### config.mk
export PLATFORM = sky130hd
export DESIGN_NAME = poll_engine
export DESIGN_NICKNAME = d
export VERILOG_FILES = /design/src/rtl/poll_pkg.sv /design/src/rtl/hdr_store.sv /design/src/rtl/poll_engine.sv
export SDC_FILE = /design/constraint.sdc
export NUM_CORES = 1
export LEC_CHECK = 0
export ABC_CLOCK_PERIOD_IN_PS = 6900
export BUFFER_PORTS_ARGS = -buffer_cell sky130_fd_sc_hd__buf_2
export CORE_MARGIN = 1.5
export CORE_UTILIZATION = 38
export DETAILED_ROUTE_END_ITERATION = 12
export PLACE_DENSITY = 0.52
export SYNTH_ARGS = -nofsm -noshare
export SYNTH_HDL_FRONTEND = slang
export SYNTH_SLANG_ARGS = --single-unit
### constraint.sdc
create_clock -name clk -period 6.9 [get_ports clk]
set_input_delay 2.07 -clock clk [delete_from_list [all_inputs] [get_ports clk]]
set_output_delay 2.07 -clock clk [all_outputs]
set_load 0.02 [all_outputs]
### src/rtl/poll_pkg.sv
// constants shared by the poll protocol engine and its header store
// assumes a byte-wide serial transmitter and receiver outside the block
package poll_pkg;
  localparam logic [7:0] CH_STX = 8'h02;
  localparam logic [7:0] CH_ETX = 8'h03;
  localparam logic [7:0] CH_ACK = 8'h06;
  localparam logic [7:0] CH_CR = 8'h0d;
  localparam logic [7:0] CH_NAK = 8'h15;
  localparam logic [7:0] CMD_SEND = 8'h40;
  localparam logic [7:0] CMD_RECEIVE = 8'h44;
  localparam logic [11:0] WORD_NUMBER_MAX = 12'h800;
  localparam int CLK_HZ = 10_000_000;
  localparam int WINDOW_MS = 500;
  localparam int PACE_MS = 1;
  localparam int WINDOW_CYCLES = CLK_HZ / 1000 * WINDOW_MS;
  localparam int PACE_CYCLES = CLK_HZ / 1000 * PACE_MS;
  localparam int HDR_DEPTH = 8;
  typedef enum logic [1:0] {
    RES_NONE,
    RES_DONE,
    RES_RETRY
  } result_t;
endpackage

### src/rtl/hdr_store.sv
// small memory holding the outgoing header bytes of one request
// assumes the engine writes a full header before it reads it back
module hdr_store
  import poll_pkg::*;
#(
  parameter int DEPTH = HDR_DEPTH
) (
  // clock and reset
  input wire logic clk,
  input wire logic nrst,
  // write side
  input wire logic wr_en,
  input wire logic [$clog2(DEPTH)-1:0] wr_addr,
  input wire logic [7:0] wr_data,
  // read side
  input wire logic [$clog2(DEPTH)-1:0] rd_addr,
  output logic [7:0] rd_data
);
  logic [7:0] mem [DEPTH];
  logic [7:0] next_rd_data;

  always_comb begin
    next_rd_data = mem[rd_addr];
  end

  always_ff @(posedge clk) begin
    if (wr_en) begin
      mem[wr_addr] <= wr_data;
    end
  end

  always_ff @(posedge clk or negedge nrst) begin
    if (!nrst) begin
      rd_data <= 8'h00;
    end else begin
      rd_data <= next_rd_data;
    end
  end
endmodule

### src/rtl/poll_engine.sv
// receive-request framer and retry engine of the operator panel side
// assumes a byte transmitter with tx_ready and a receiver giving rx_valid pulses
//
// Summary of operation
// - after start, wait one window for acknowledge
// - no first acknowledge: send start again
// - matching reply checksum ends transfer as done
// - timeout or wrong character restarts transfer
// - receive requests use same retry behaviour
// - variant one header: command, hex number, cr, etx, sum
// - variant one sum covers command through etx
// - variant two header: command, address, count, etx, sum
// - data phase bytes paced one per millisecond
// - no hardware flow control lines used
// - response window is 500 ms timeout
// - variant one values are four hex characters
// - variant two words go high byte first
module poll_engine
  import poll_pkg::*;
#(
  parameter int WINDOW_CNT = WINDOW_CYCLES,
  parameter int PACE_CNT = PACE_CYCLES,
  parameter int MAX_BYTES = 255
) (
  // clock and reset
  input wire logic clk,
  input wire logic nrst,
  // request from the application
  input wire logic req_valid,
  output logic req_ready,
  input wire logic binary_block_variant,
  input wire logic [11:0] word_number,
  input wire logic [15:0] start_addr,
  input wire logic [7:0] byte_count,
  // serial transmitter
  output logic tx_valid,
  output logic [7:0] tx_data,
  input wire logic tx_ready,
  // serial receiver
  input wire logic rx_valid,
  input wire logic [7:0] rx_data,
  // received data and result
  output logic data_valid,
  output logic [7:0] data_byte,
  output logic done,
  output logic fail,
  output logic [15:0] word_value
);
  localparam int TW = $clog2(WINDOW_CNT + 1);
  localparam int AW = $clog2(HDR_DEPTH);

  if (WINDOW_CNT < 2 || PACE_CNT < 1 || PACE_CNT >= WINDOW_CNT || MAX_BYTES > 255) begin
    $error("poll_engine: unsupported parameter values");
  end
  typedef enum {
    S_IDLE, S_BUILD, S_STX, S_ACK, S_HDR, S_HDR_WAIT, S_REPLY_STX, S_BODY, S_SUM
  } state_t;

  // ----------------------------------------
  // state
  // ----------------------------------------
  state_t state, next_state;
  logic [TW-1:0] timer, next_timer;
  logic [TW-1:0] pace, next_pace;
  logic [AW-1:0] idx, next_idx;
  logic [AW-1:0] hdr_len, next_hdr_len;
  logic [7:0] sum, next_sum;
  logic [7:0] cnt, next_cnt;
  logic bin, next_bin;
  logic [15:0] wv, next_wv;
  logic [15:0] addr, next_addr;
  logic [11:0] wnum, next_wnum;
  logic [7:0] bcnt, next_bcnt;
  logic [15:0] next_word_value;
  logic [7:0] mem_q;
  logic wr_en;
  logic [7:0] wr_byte;
  logic [7:0] next_data_byte;
  logic next_data_valid, next_done, next_fail;

  function automatic logic [7:0] hex_char(input logic [3:0] n);
    hex_char = (n < 4'ha) ? (8'h30 + {4'h0, n}) : (8'h37 + {4'h0, n});
  endfunction
  function automatic logic [3:0] hex_val(input logic [7:0] c);
    hex_val = (c >= 8'h41) ? 4'(c - 8'h37) : 4'(c - 8'h30);
  endfunction
  hdr_store #(.DEPTH(HDR_DEPTH)) u_hdr (
    .clk(clk), .nrst(nrst),
    .wr_en(wr_en), .wr_addr(idx), .wr_data(wr_byte),
    .rd_addr(next_idx), .rd_data(mem_q)
  );
  // header byte at position idx, written during the build phase
  always_comb begin
    wr_byte = CMD_RECEIVE;
    if (bin) begin
      case (idx)
        3'd0: wr_byte = CMD_RECEIVE;
        3'd1: wr_byte = addr[15:8];
        3'd2: wr_byte = addr[7:0];
        3'd3: wr_byte = bcnt;
        default: wr_byte = CH_ETX;
      endcase
    end else begin
      case (idx)
        3'd0: wr_byte = CMD_RECEIVE;
        3'd1: wr_byte = hex_char(4'h0);
        3'd2: wr_byte = hex_char(wnum[11:8]);
        3'd3: wr_byte = hex_char(wnum[7:4]);
        3'd4: wr_byte = hex_char(wnum[3:0]);
        3'd5: wr_byte = CH_CR;
        default: wr_byte = CH_ETX;
      endcase
    end
  end

  assign wr_en = (state == S_BUILD);
  assign req_ready = (state == S_IDLE);

  // ----------------------------------------
  // next state
  // ----------------------------------------
  always_comb begin
    next_state = state;
    next_timer = timer;
    next_pace = (pace != '0) ? pace - 1'b1 : pace;
    next_idx = idx;
    next_hdr_len = hdr_len;
    next_sum = sum;
    next_cnt = cnt;
    next_bin = bin;
    next_wv = wv;
    next_addr = addr;
    next_wnum = wnum;
    next_bcnt = bcnt;
    next_word_value = word_value;
    next_data_valid = 1'b0;
    next_data_byte = data_byte;
    next_done = 1'b0;
    next_fail = 1'b0;
    tx_valid = 1'b0;
    tx_data = CH_STX;
    case (state)
      S_IDLE: begin
        if (req_valid) begin
          next_bin = binary_block_variant;
          next_addr = start_addr;
          next_wnum = (word_number > WORD_NUMBER_MAX) ? WORD_NUMBER_MAX : word_number;
          next_bcnt = byte_count;
          next_hdr_len = binary_block_variant ? 3'd4 : 3'd6;
          next_idx = '0;
          next_state = S_BUILD;
        end
      end
      S_BUILD: begin
        next_idx = idx + 1'b1;
        if (idx == hdr_len) begin
          next_idx = '0;
          next_state = S_STX;
        end
      end
      S_STX: begin
        tx_valid = 1'b1;
        tx_data = CH_STX;
        if (tx_ready) begin
          next_timer = TW'(WINDOW_CNT);
          next_state = S_ACK;
        end
      end
      S_ACK: begin
        next_timer = timer - 1'b1;
        if (rx_valid && rx_data == CH_ACK) begin
          next_idx = '0;
          next_sum = 8'h00;
          next_pace = '0;
          next_state = S_HDR;
        end else if (rx_valid || timer == '0) begin
          next_fail = 1'b1;
          next_state = S_STX;
        end
      end
      S_HDR: begin
        // paced one byte per pace period
        if (pace == '0) begin
          tx_valid = 1'b1;
          tx_data = (idx > hdr_len) ? sum : mem_q;
          if (tx_ready) begin
            next_pace = TW'(PACE_CNT);
            if (idx > hdr_len) begin
              next_timer = TW'(WINDOW_CNT);
              next_state = S_REPLY_STX;
            end else begin
              next_sum = sum + mem_q;
              next_idx = idx + 1'b1;
              next_state = S_HDR_WAIT;
            end
          end
        end
      end
      S_HDR_WAIT: begin
        next_state = S_HDR;
      end
      S_REPLY_STX, S_BODY, S_SUM: begin
        next_timer = timer - 1'b1;
        if (timer == '0) begin
          next_fail = 1'b1;
          next_state = S_STX;
        end else if (rx_valid) begin
          next_timer = TW'(WINDOW_CNT);
          if (state == S_REPLY_STX) begin
            next_sum = 8'h00;
            next_cnt = 8'h00;
            next_wv = 16'h0000;
            if (rx_data == CH_STX) begin
              next_state = S_BODY;
            end else begin // nak or anything else
              next_fail = 1'b1;
              next_state = S_STX;
            end
          end else if (state == S_BODY) begin
            next_sum = sum + rx_data;
            if (rx_data == CH_ETX && (!bin || cnt == bcnt)) begin
              next_state = S_SUM;
            end else if (bin) begin
              next_cnt = cnt + 1'b1;
              next_data_byte = rx_data;
              next_data_valid = 1'b1;
              if (cnt == bcnt) begin
                next_fail = 1'b1;
                next_state = S_STX;
              end
            end else if (rx_data != CH_CR) begin
              next_wv = {wv[11:0], hex_val(rx_data)};
            end
          end else begin
            // matching checksum completes the request
            if (rx_data == sum) begin
              next_done = 1'b1;
              next_word_value = bin ? word_value : wv;
              next_state = S_IDLE;
            end else begin
              next_fail = 1'b1;
              next_state = S_STX;
            end
          end
        end
      end
      default: next_state = S_IDLE;
    endcase
  end

  always_ff @(posedge clk or negedge nrst) begin
    if (!nrst) begin
      state <= S_IDLE;
      timer <= '0;
      pace <= '0;
      idx <= '0;
      hdr_len <= '0;
      sum <= 8'h00;
      cnt <= 8'h00;
      bin <= 1'b0;
      wv <= 16'h0000;
      addr <= 16'h0000;
      wnum <= 12'h000;
      bcnt <= 8'h00;
      data_valid <= 1'b0;
      data_byte <= 8'h00;
      done <= 1'b0;
      fail <= 1'b0;
      word_value <= 16'h0000;
    end else begin
      state <= next_state;
      timer <= next_timer;
      pace <= next_pace;
      idx <= next_idx;
      hdr_len <= next_hdr_len;
      sum <= next_sum;
      cnt <= next_cnt;
      bin <= next_bin;
      wv <= next_wv;
      addr <= next_addr;
      wnum <= next_wnum;
      bcnt <= next_bcnt;
      data_valid <= next_data_valid;
      data_byte <= next_data_byte;
      done <= next_done;
      fail <= next_fail;
      word_value <= next_word_value;
    end
  end
endmodule

# After elaboration in Yosys (flattened, before gate mapping)
# Memory sizes are Yosys's and may differ from the RTL's. A register that Yosys moved wholly into a read port is not among the register bits.
# Cells that the tools add are included.
dict set report totals {
  output_inout_bits 37
  input_bits 50
  elab_cells 205
  reg_bits 180
  memories 1
  ram_bits 64
}
# memory words width rd rd_ports_with_merged_regs write_ports line_no
set memory_table {}
lappend memory_table {u_hdr.mem 8 8 1 1 1 hdr_store.sv:19} ;# logic [7:0] mem [DEPTH];
dict set report classes {
  n_lt_le_gt_ge 6
  bitwise_logic 5
  n_mux 96
  add_sub_neg 14
  reduce_logical 26
  n_eq_ne 40
}
# operator n
set ops {}
lappend ops {{32-bit 2-to-1 mux} 14}
lappend ops {{23-bit 2-to-1 mux} 10}
lappend ops {{32-bit one-hot mux with 7 select lines} 1}
lappend ops {{32-bit by 3-bit equality test with 1-bit output, second input constant} 4}
lappend ops {{8-bit 2-to-1 mux} 16}
lappend ops {{32-bit by 2-bit equality test with 1-bit output, second input constant} 3}
lappend ops {{32-bit by 4-bit equality test with 1-bit output, second input constant} 3}
lappend ops {{23-bit one-hot mux with 4 select lines} 1}
lappend ops {{16-bit 2-to-1 mux} 5}
lappend ops {{32-bit logical NOT} 2}
lappend ops {{23-bit logical NOT} 2}
lappend ops {{23-bit one-hot mux with 2 select lines} 1}
lappend ops {{23-bit by 1-bit subtractor with 23-bit output, second input constant} 2}
lappend ops {{6-bit by 4-bit adder with 7-bit output, first input constant} 6}
lappend ops {{7-bit one-hot mux with 6 select lines} 1}
lappend ops {{32-bit by 1-bit equality test with 1-bit output, second input constant} 1}
lappend ops {{8-bit one-hot mux with 4 select lines} 1}
lappend ops {{1-bit 2-to-1 mux} 27}
lappend ops {{8-bit one-hot mux with 3 select lines} 1}
lappend ops {{23-bit nonzero test} 1}
lappend ops {{2-bit != test, second input constant} 11}
lappend ops {{3-bit 2-to-1 mux} 7}
lappend ops {{7-bit 2-to-1 mux} 3}
lappend ops {{7-bit AND reduction} 3}
lappend ops {{39 further kinds} 61}

# Longest topological paths before layout
# Gate-level depths: netlist of run 1.
dict set report logic_depth {
  ltp_word 9
  mapped_depth 11
  mapped_depth_nobuf 9
}

# Hierarchy
# Synthesis of run 1 repeated with hierarchy kept, for this count alone.
dict set report unflattened {
  hier_cells 1017
  hier_area_um2 11680.0
}
# module n_inst seq_area_each_um2 cells_each area_per_inst_um2
set modules_own_cells {}
lappend modules_own_cells {poll_engine 1 3778.6 903 8948.6}
lappend modules_own_cells {hdr_store 1 2122.0 114 2731.4}

# Worst setup path after synthesis of run 1
# Ideal clock, no wire load.
dict set report synth_timing {
  path_kind {in2reg}
  startpoint {input port rx_data[7]}
  endpoint {register u_hdr.rd_data[0], read port of u_hdr.mem}
  t_required_ns 6.775
  slack_ns 2.182
  setup_ns 0.125
  path_stages 8
  t_arrival_ns 4.594
  n_path_buf 2
  path_cell_list {clkbuf_1 nor4_1 a21oi_2 a211o_1 o32ai_4 buf_6 mux4_1 mux2_2}
}
dict set report synth_between {
  elab_chain_cells 4
}
# element line_no
set synth_rtl {}
lappend synth_rtl {{start, declared} poll_engine.sv:41} ;# input wire logic [7:0] rx_data,
lappend synth_rtl {{8-bit by 3-bit equality test with 1-bit output} poll_engine.sv:171} ;# if (rx_valid && rx_data == CH_ACK) begin
lappend synth_rtl {{1-bit logical AND} poll_engine.sv:171}
lappend synth_rtl {{3-bit 2-to-1 mux} poll_engine.sv:171}
lappend synth_rtl {{3-bit one-hot mux with 4 select lines} poll_engine.sv:142} ;# case (state)
lappend synth_rtl {{end, declared} hdr_store.sv:17} ;# output logic [7:0] rd_data
# No other way between the ends.
# A chain may end at the register's enable or synchronous reset.

# Worst setup path in the final report of run 1
dict set report layout_timing {
  startpoint {register pace[16]}
  endpoint {output port tx_data[0]}
}
dict set report layout_between {
  elab_chain_cells 3
}
# element line_no
set layout_rtl {}
lappend layout_rtl {{start, declared} poll_engine.sv:64} ;# logic [TW-1:0] pace, next_pace;
lappend layout_rtl {{start signal, assigned} poll_engine.sv:273} ;# pace <= next_pace;
lappend layout_rtl {{23-bit logical NOT} poll_engine.sv:183} ;# if (pace == '0) begin
lappend layout_rtl {{8-bit 2-to-1 mux} poll_engine.sv:183}
lappend layout_rtl {{8-bit 2-to-1 mux} poll_engine.sv:142}
lappend layout_rtl {{end, declared} poll_engine.sv:37} ;# output logic [7:0] tx_data,
# No other way between the ends.

==> run_results.csv, run 1 <==
group,metric,value,unit
cts,cts_resized,0,
final_layout,fin_nets,1139,
synth,syn_area,11200,sq um
routing,vias_per_cell,5.33,
worst_setup_path,rr_worst_depth,7,
worst_setup_path,r2r_setup_slack,3.09,ns
final_layout,nFillCells,2764,
pwr,peakVddDrop,196,uV
timing,clock_skew,0.0120,ns
synth,synth.most_common_cell,"dfrtp_1",
status,status,"complete, no violations",
cts,clock_path_buffers,3,
job,max_cap_viol_count,0,
cts,tritoncts,"done",
worst_setup_path,r2r_start,"pace[16]$_DFF_PN0_",
pwr,powerDensity,406,nW/um^2
cts,worstSkewPairLatency,0.53,ns
synth,synthCells,967,
die,fp-row-count,62,
timing,tightest_slew,1.11,ns
global_routing,grt-ovfl-total,0,
final_layout,area_growth,15.3,%
final_layout,post-route-util,44.9,%
synth,ys_seq_area_share,52.6,%
pwr,seqPwrFrac,38.6,%
final_layout,ff_latch_area,5900,sq um
die,ios,87,
synth,ys.flop_type,"dfrtp_1",
final_layout,layout.cells.non_filler,1457,
final_layout,antenna_cells,0,
global_routing,grt_usage,17.5,%
timing,maxSlewViolCount,0,
min_path,holdPathEnd,"hdr_len[2]$_DFFE_PN0P_",
routing,drt_iter0_drc,483,
placement,dp.cells,1411,
routing,drc,0,
final_layout,multi_input_area,5070,sq um
worst_setup_path,path_max_fanout,8,
routing,first_pass_iters,5,
placement,hpwl,18.3,mm
min_path,min_path_type,"reg -> reg",
timing,finalHoldWorstSlack,0.447,ns
final_layout,fin_area,12900,sq um
synth,synth_cell_type_count,76,
timing,slew_headroom,25.7,%
placement,port_buffers,86,
routing,finalWirelength,26.3,mm
global_routing,antenna_found_initial,0,
routing,detail_route.wl_per_cell,18.1,um
cts,clock-sinks,223,
cts,cts_hold_buffers,0,
global_routing,grt_pass1_vias,7741,
cts,cts_made_buffers,25,
routing,vias,7759,
timing,final.min_clock_period,5.11,ns
timing,setup_ws,1.79,ns
worst_setup_path,critPathSlowestCell,"or4_4",
pwr,pwr-share-comb,35.5,%
die,die_x,175,um
worst_setup_path,cp.arrival,3.04,ns
synth,async_reset_ff_share,71.3,%
synth,synthTopCellsByArea,"dfrtp_1 35%, edfxtp_1 17%, mux2_2 6.2%, mux4_1 3.7%, ha_1 3.7%",
pwr,p_leak,5.46,nW
synth,avgSynthCellArea,11.6,sq um
worst_setup_path,startpoint,"pace[16]$_DFF_PN0_",
synth,yosys_warnings,0,
die,die_height,175,um
die,core-area,28900,sq um
timing,finalHoldViolCount,0,
timing,fmax,0.196,GHz
cts,clk_pin_slew,0.06,ns
timing,finalSetupViolations,0,
worst_setup_path,crit_chain,"or4_4 -> nor4_4 -> and3_2 -> nand2_1 -> a21oi_1 -> buf_2",
pwr,clkPwrFrac,25.9,%
worst_setup_path,reg2reg_to,"u_hdr.rd_data[6]$_DFF_PN0_",
placement,dp_slack,1.42,ns
global_routing,grt_max_degree,57,
synth,synthesis.nets,1052,
die,die_area,30600,sq um
worst_setup_path,worst_ep_required_time,4.83,ns
final_layout,drive_gt1_share,22.3,%
timing,grt_setup_unrepaired,"false",
global_routing,grt_pass1_wl,42.7,mm
timing,min_period_over_period,74.0,%
worst_setup_path,crit_path_end_kind,"primary output",
worst_setup_path,path_class,"reg -> out",
synth,yosys-top-cells-count,"159 x dfrtp_1, 88 x nor2_1, 73 x nand2_1, 64 x edfxtp_1, 62 x mux2_2",
min_path,min_from,"hdr_len[2]$_DFFE_PN0P_",
pwr,internal-power,3.40,mW
synth,synth_edf_count,64,
min_path,holdPathStages,2,
placement,gp_congestion,0.822,
cts,root_buffer,"clkbuf_16",
pwr,finalPower,5.26,mW
timing,tns,0,ns
worst_setup_path,max_stage_delay,0.59,ns
synth,yosys.area.top_type,"dfrtp_1",
worst_setup_path,critPathLaunchType,"flip-flop",
routing,ant_nets,0,
placement,placed_cell_area,12100,sq um
die,start_util,38.9,%
cts,htreeDepth,1,
synth,synth_top_area_share,35.4,%
cts,cts_setup_buffers,0,
synth,ys_ff_latch,223,
pwr,swShare,35.4,%
pwr,p_sw,1.86,mW
per-layer routing:
metal / track usage [%] / routed length (um)
met1: 23.3 / 12000
met2: 29.5 / 12600
met3: 2.55 / 998
met4: 5.34 / 766
met5: 0 / 0
power by group through the flow:
stage / sequential [mW] / combinational, mW / clock (mW)
5_1_grt: 2.07 / 2.10 / 1.46
3_5_place_dp: 2.05 / 1.88 / 0
4_1_cts: 2.03 / 1.89 / 1.40
2_1_floorplan: 1.92 / 1.49 / 0
6_report: 2.03 / 1.87 / 1.36
3_3_place_gp: 2.05 / 1.86 / 0
cell type report:
cell class | instances | area share, %
Sequential cell | 223 | 45.6
Clock buffer | 31 | 5.39
Inverter | 31 | 0.899
Clock inverter | 15 | 1.16
Multi-Input combinational cell | 675 | 39.2
Tap cell | 384 | 3.71
Timing Repair Buffer | 98 | 4.07
worst max-delay path, delay by kind of cell, from the launching register on:
kind | cells | cell delay [ns]
simple gates | 4 | 1.57
buf+inv | 1 | 0.21
flops | 1 | 0.43
compound gates | 1 | 0.29
state kept, by name, indices dropped and copies added (netlist names), 12 cells and up:
name	flops
wnum	12
wv	16
u_hdr.mem	64
word_value	16
timer	23
addr	16
pace	23
kinds of logic after synthesis:
| kind of cell | Yosys count | synth area share (%) |
|---|---|---|
| AO/OA/AOI/OAI | 198 | 12.1 |
| buffers and inverters | 69 | 2.51 |
| flip-flops | 223 | 52.6 |
| XOR/XNOR | 66 | 5.15 |
| AND/OR/NAND/NOR | 295 | 13.4 |
| multiplexers | 81 | 10.2 |
| adder cells (fa/ha/maj) | 35 | 4.03 |
how the worst max path moves through the flow:
stage / endpoint / slack [ns]
4_1_cts: tx_data[0] / 1.71
6_report: tx_data[0] / 1.79
2_1_floorplan: u_hdr.rd_data[0]$_DFF_PN0_ / 2.18
3_5_place_dp: u_hdr.rd_data[1]$_DFF_PN0_ / 1.42
3_3_place_gp: u_hdr.rd_data[3]$_DFF_PN0_ / 1.51
5_1_grt: tx_data[0] / 1.65
layout by cell type, fill, tap and decap left out, drive strengths merged, types with 4 or more instances in the layout:
| cell | count |
|---|---|
| dfrtp | 159 |
| buf | 98 |
| nor2 | 88 |
| nand2 | 73 |
| edfxtp | 64 |
| mux2 | 62 |
| a21oi | 50 |
| o21ai | 46 |
| xnor2 | 45 |
| ha | 33 |
| inv | 32 |
| clkbuf | 31 |
| nor3 | 26 |
| a22o | 25 |
| xor2 | 21 |
| nor4 | 18 |
| mux4 | 16 |
| nand3 | 12 |
| or4 | 12 |
| clkinv | 11 |
| a22oi | 10 |
| nand2b | 10 |
| or3 | 9 |
| or2 | 7 |
| o31ai | 7 |
| a222oi | 6 |
| nor2b | 5 |
| o22ai | 5 |
| nor3b | 5 |
| and3 | 5 |
| a211o | 5 |
| nand4 | 5 |
| o211ai | 4 |
| and2 | 4 |
| a31oi | 4 |
| a21o | 4 |
No activity file was read; power rests on OpenSTA's default activity.
==> inputs of run 2 (changes only) <==
--- a/config.mk
+++ b/config.mk
@@ -5,12 +5,12 @@
 export SDC_FILE = /design/constraint.sdc
 export NUM_CORES = 1
 export LEC_CHECK = 0
-export ABC_CLOCK_PERIOD_IN_PS = 6900
+export ABC_CLOCK_PERIOD_IN_PS = 4600
 export BUFFER_PORTS_ARGS = -buffer_cell sky130_fd_sc_hd__buf_2
 export CORE_MARGIN = 1.5
 export CORE_UTILIZATION = 38
 export DETAILED_ROUTE_END_ITERATION = 12
-export PLACE_DENSITY = 0.52
+export PLACE_DENSITY = 0.54
 export SYNTH_ARGS = -nofsm -noshare
 export SYNTH_HDL_FRONTEND = slang
 export SYNTH_SLANG_ARGS = --single-unit
==> constraint.sdc (replaced) <==
create_clock -name clk -period 4.6 [get_ports clk]
set_input_delay 1.38 -clock clk [delete_from_list [all_inputs] [get_ports clk]]
set_output_delay 1.38 -clock clk [all_outputs]
set_load 0.02 [all_outputs]
==> run_results.csv, run 2 (synthesis gave the netlist of run 1 again) <==
group,metric,value,unit
timing,finalHoldViolCount,0,
placement,dp.cells,1418,
status,status,"complete, no violations",
die,die_area,30600,sq um
timing,finalSetupViolations,0,
worst_setup_path,critPathSlowestCell,"or4_4",
placement,port_buffers,86,
final_layout,fin_nets,1146,
cts,tritoncts,"done",
cts,clock-sinks,223,
timing,grt_setup_unrepaired,"false",
cts,worstSkewPairLatency,0.54,ns
placement,gp_congestion,0.815,
final_layout,largest_reg_flops,64,
cts,root_buffer,"clkbuf_16",
cts,cts_hold_buffers,0,
global_routing,grt-ovfl-total,0,
final_layout,final_common_cell,"dfrtp_1",
die,die_x,175,um
worst_setup_path,critPathLaunchType,"flip-flop",
routing,first_pass_iters,5,
global_routing,grt_pass1_wl,42.5,mm
timing,fmax,0.231,GHz
die,start_util,38.9,%
final_layout,layout.cells.non_filler,1464,
die,fp-row-count,62,
global_routing,grt_pass1_vias,7719,
pwr,p_sw,2.85,mW
timing,finalHoldWorstSlack,0.447,ns
timing,tightest_slew,0.947,ns
timing,clock_skew,0.0197,ns
min_path,min_path_type,"reg -> reg",
final_layout,antenna_cells,0,
die,die_height,175,um
pwr,internal-power,5.15,mW
timing,min_period_over_period,94.2,%
routing,ant_nets,0,
cts,cts_resized,0,
routing,drc,0,
die,ios,87,
global_routing,antenna_found_initial,0,
worst_setup_path,path_max_fanout,8,
timing,final.min_clock_period,4.33,ns
final_layout,reg.largest.list,"u_hdr.mem: 64 flops, pace: 23 flops, timer: 23 flops",
pwr,peakVddDrop,260,uV
pwr,clkPwrFrac,26.5,%
worst_setup_path,path_class,"reg -> out",
pwr,powerDensity,613,nW/um^2
routing,vias_per_cell,5.35,
cts,htreeDepth,1,
timing,maxSlewViolCount,0,
die,core-area,28900,sq um
pwr,seqPwrFrac,37.7,%
cts,clk_pin_slew,0.06,ns
routing,vias,7835,
final_layout,fin_area,13000,sq um
global_routing,grt_usage,17.4,%
cts,clock_path_buffers,3,
final_layout,area_growth,16.1,%
routing,finalWirelength,26.1,mm
routing,drt_iter0_drc,467,
final_layout,layout_common_cells,"159 x dfrtp_1, 88 x nor2_1, 85 x buf_2",
worst_setup_path,cp_num_buf_inv,1,
worst_setup_path,max_stage_delay,0.59,ns
cts,cts_setup_buffers,0,
pwr,pwr-share-comb,35.7,%
worst_setup_path,crit_path_end_kind,"primary output",
global_routing,grt_max_degree,91,
cts,cts_made_buffers,25,
job,max_cap_viol_count,0,
worst_setup_path,crit_chain,"or4_4 -> nor4_4 -> and3_2 -> nand2_1 -> a21oi_1 -> buf_2",
worst_setup_path,worst_ep_required_time,3.22,ns
timing,slew_headroom,36.3,%
pwr,p_leak,5.50,nW
final_layout,max_flop_register,"u_hdr.mem",
pwr,swShare,35.6,%
worst_setup_path,cp.arrival,2.95,ns
placement,hpwl,18.4,mm
worst_setup_path,cpLargestDelayFamily,"simple AND/OR/NAND/NOR gates",
routing,detail_route.wl_per_cell,17.9,um
final_layout,post-route-util,45.2,%
placement,placed_cell_area,12200,sq um
final_layout,drive_gt1_share,23.0,%
timing,tns,0,ns
-- run 2: cell types whose count changed in the layout (fill, tap and decap cells not counted), moves of 2 or more --
cell and delta:
clkbuf_8 -3, buf_4 +6, clkinv_1 -2, clkinvlp_4 +4
clkinv_4 +6, clkinv_2 -5
-- run 2: power groups by stage --
stage,Clock (mW),Sequential (mW),Combinational [mW]
2_1_floorplan,0,2.88,2.24
3_3_place_gp,0,3.05,2.84
3_5_place_dp,0,3.05,2.87
4_1_cts,2.17,3.02,2.89
5_1_grt,2.25,3.08,3.20
6_report,2.12,3.02,2.86
-- run 2: final cells by class --
cell class              count  area (sq um)
clock buffers              27           653
fillers                  2686         15800
multi-input cells         675          5070
flip-flops and latches    223          5900
inverters                  31           116
clock inverters            19           230
repair buffers            105           592
well taps                 384           480
-- run 2: final timing paths --
path	from	endpoint	slack [ns]	cells past startpoint
hold reg to reg	hdr_len[2]$_DFFE_PN0P_	hdr_len[2]$_DFFE_PN0P_	0.45	2
hold / removal	hdr_len[2]$_DFFE_PN0P_	hdr_len[2]$_DFFE_PN0P_	0.45	2
max in group asynchronous	nrst	wnum[1]$_DFFE_PN0P_	2.85	2
setup reg to reg	pace[16]$_DFF_PN0_	u_hdr.rd_data[0]$_DFF_PN0_	1.16	8
min in group asynchronous	nrst	pace[6]$_DFF_PN0_	0.85	1
setup / recovery	pace[16]$_DFF_PN0_	tx_data[3]	0.27	6
-- run 2: metrics by stage --
stage / setup WS, ns / total power [mW]
after CTS: 0.230 / 8.07
after global placement: 0.465 / 5.89
after global routing: 0.119 / 8.53
after detailed placement: 0.406 / 5.92
final: 0.266 / 8.00
after floorplan: 0.572 / 5.12
-- run 2: layer usage --
| layer | wire, um | GRT usage (%) |
|---|---|---|
| met5 | 0 | 0 |
| met4 | 892 | 6.23 |
| met3 | 992 | 2.68 |
| met2 | 12300 | 28.2 |
| met1 | 12000 | 23.7 |
-- run 2: worst reg2reg max path: cells and delay by family, from the launching register on --
kind | cells | cell delay, ns
buffers and inverters | 1 | 0.31
muxes | 2 | 0.88
AOI/OAI and AO/OA | 1 | 0.26
DFF | 1 | 0.42
and+or+nand+nor | 4 | 1.47
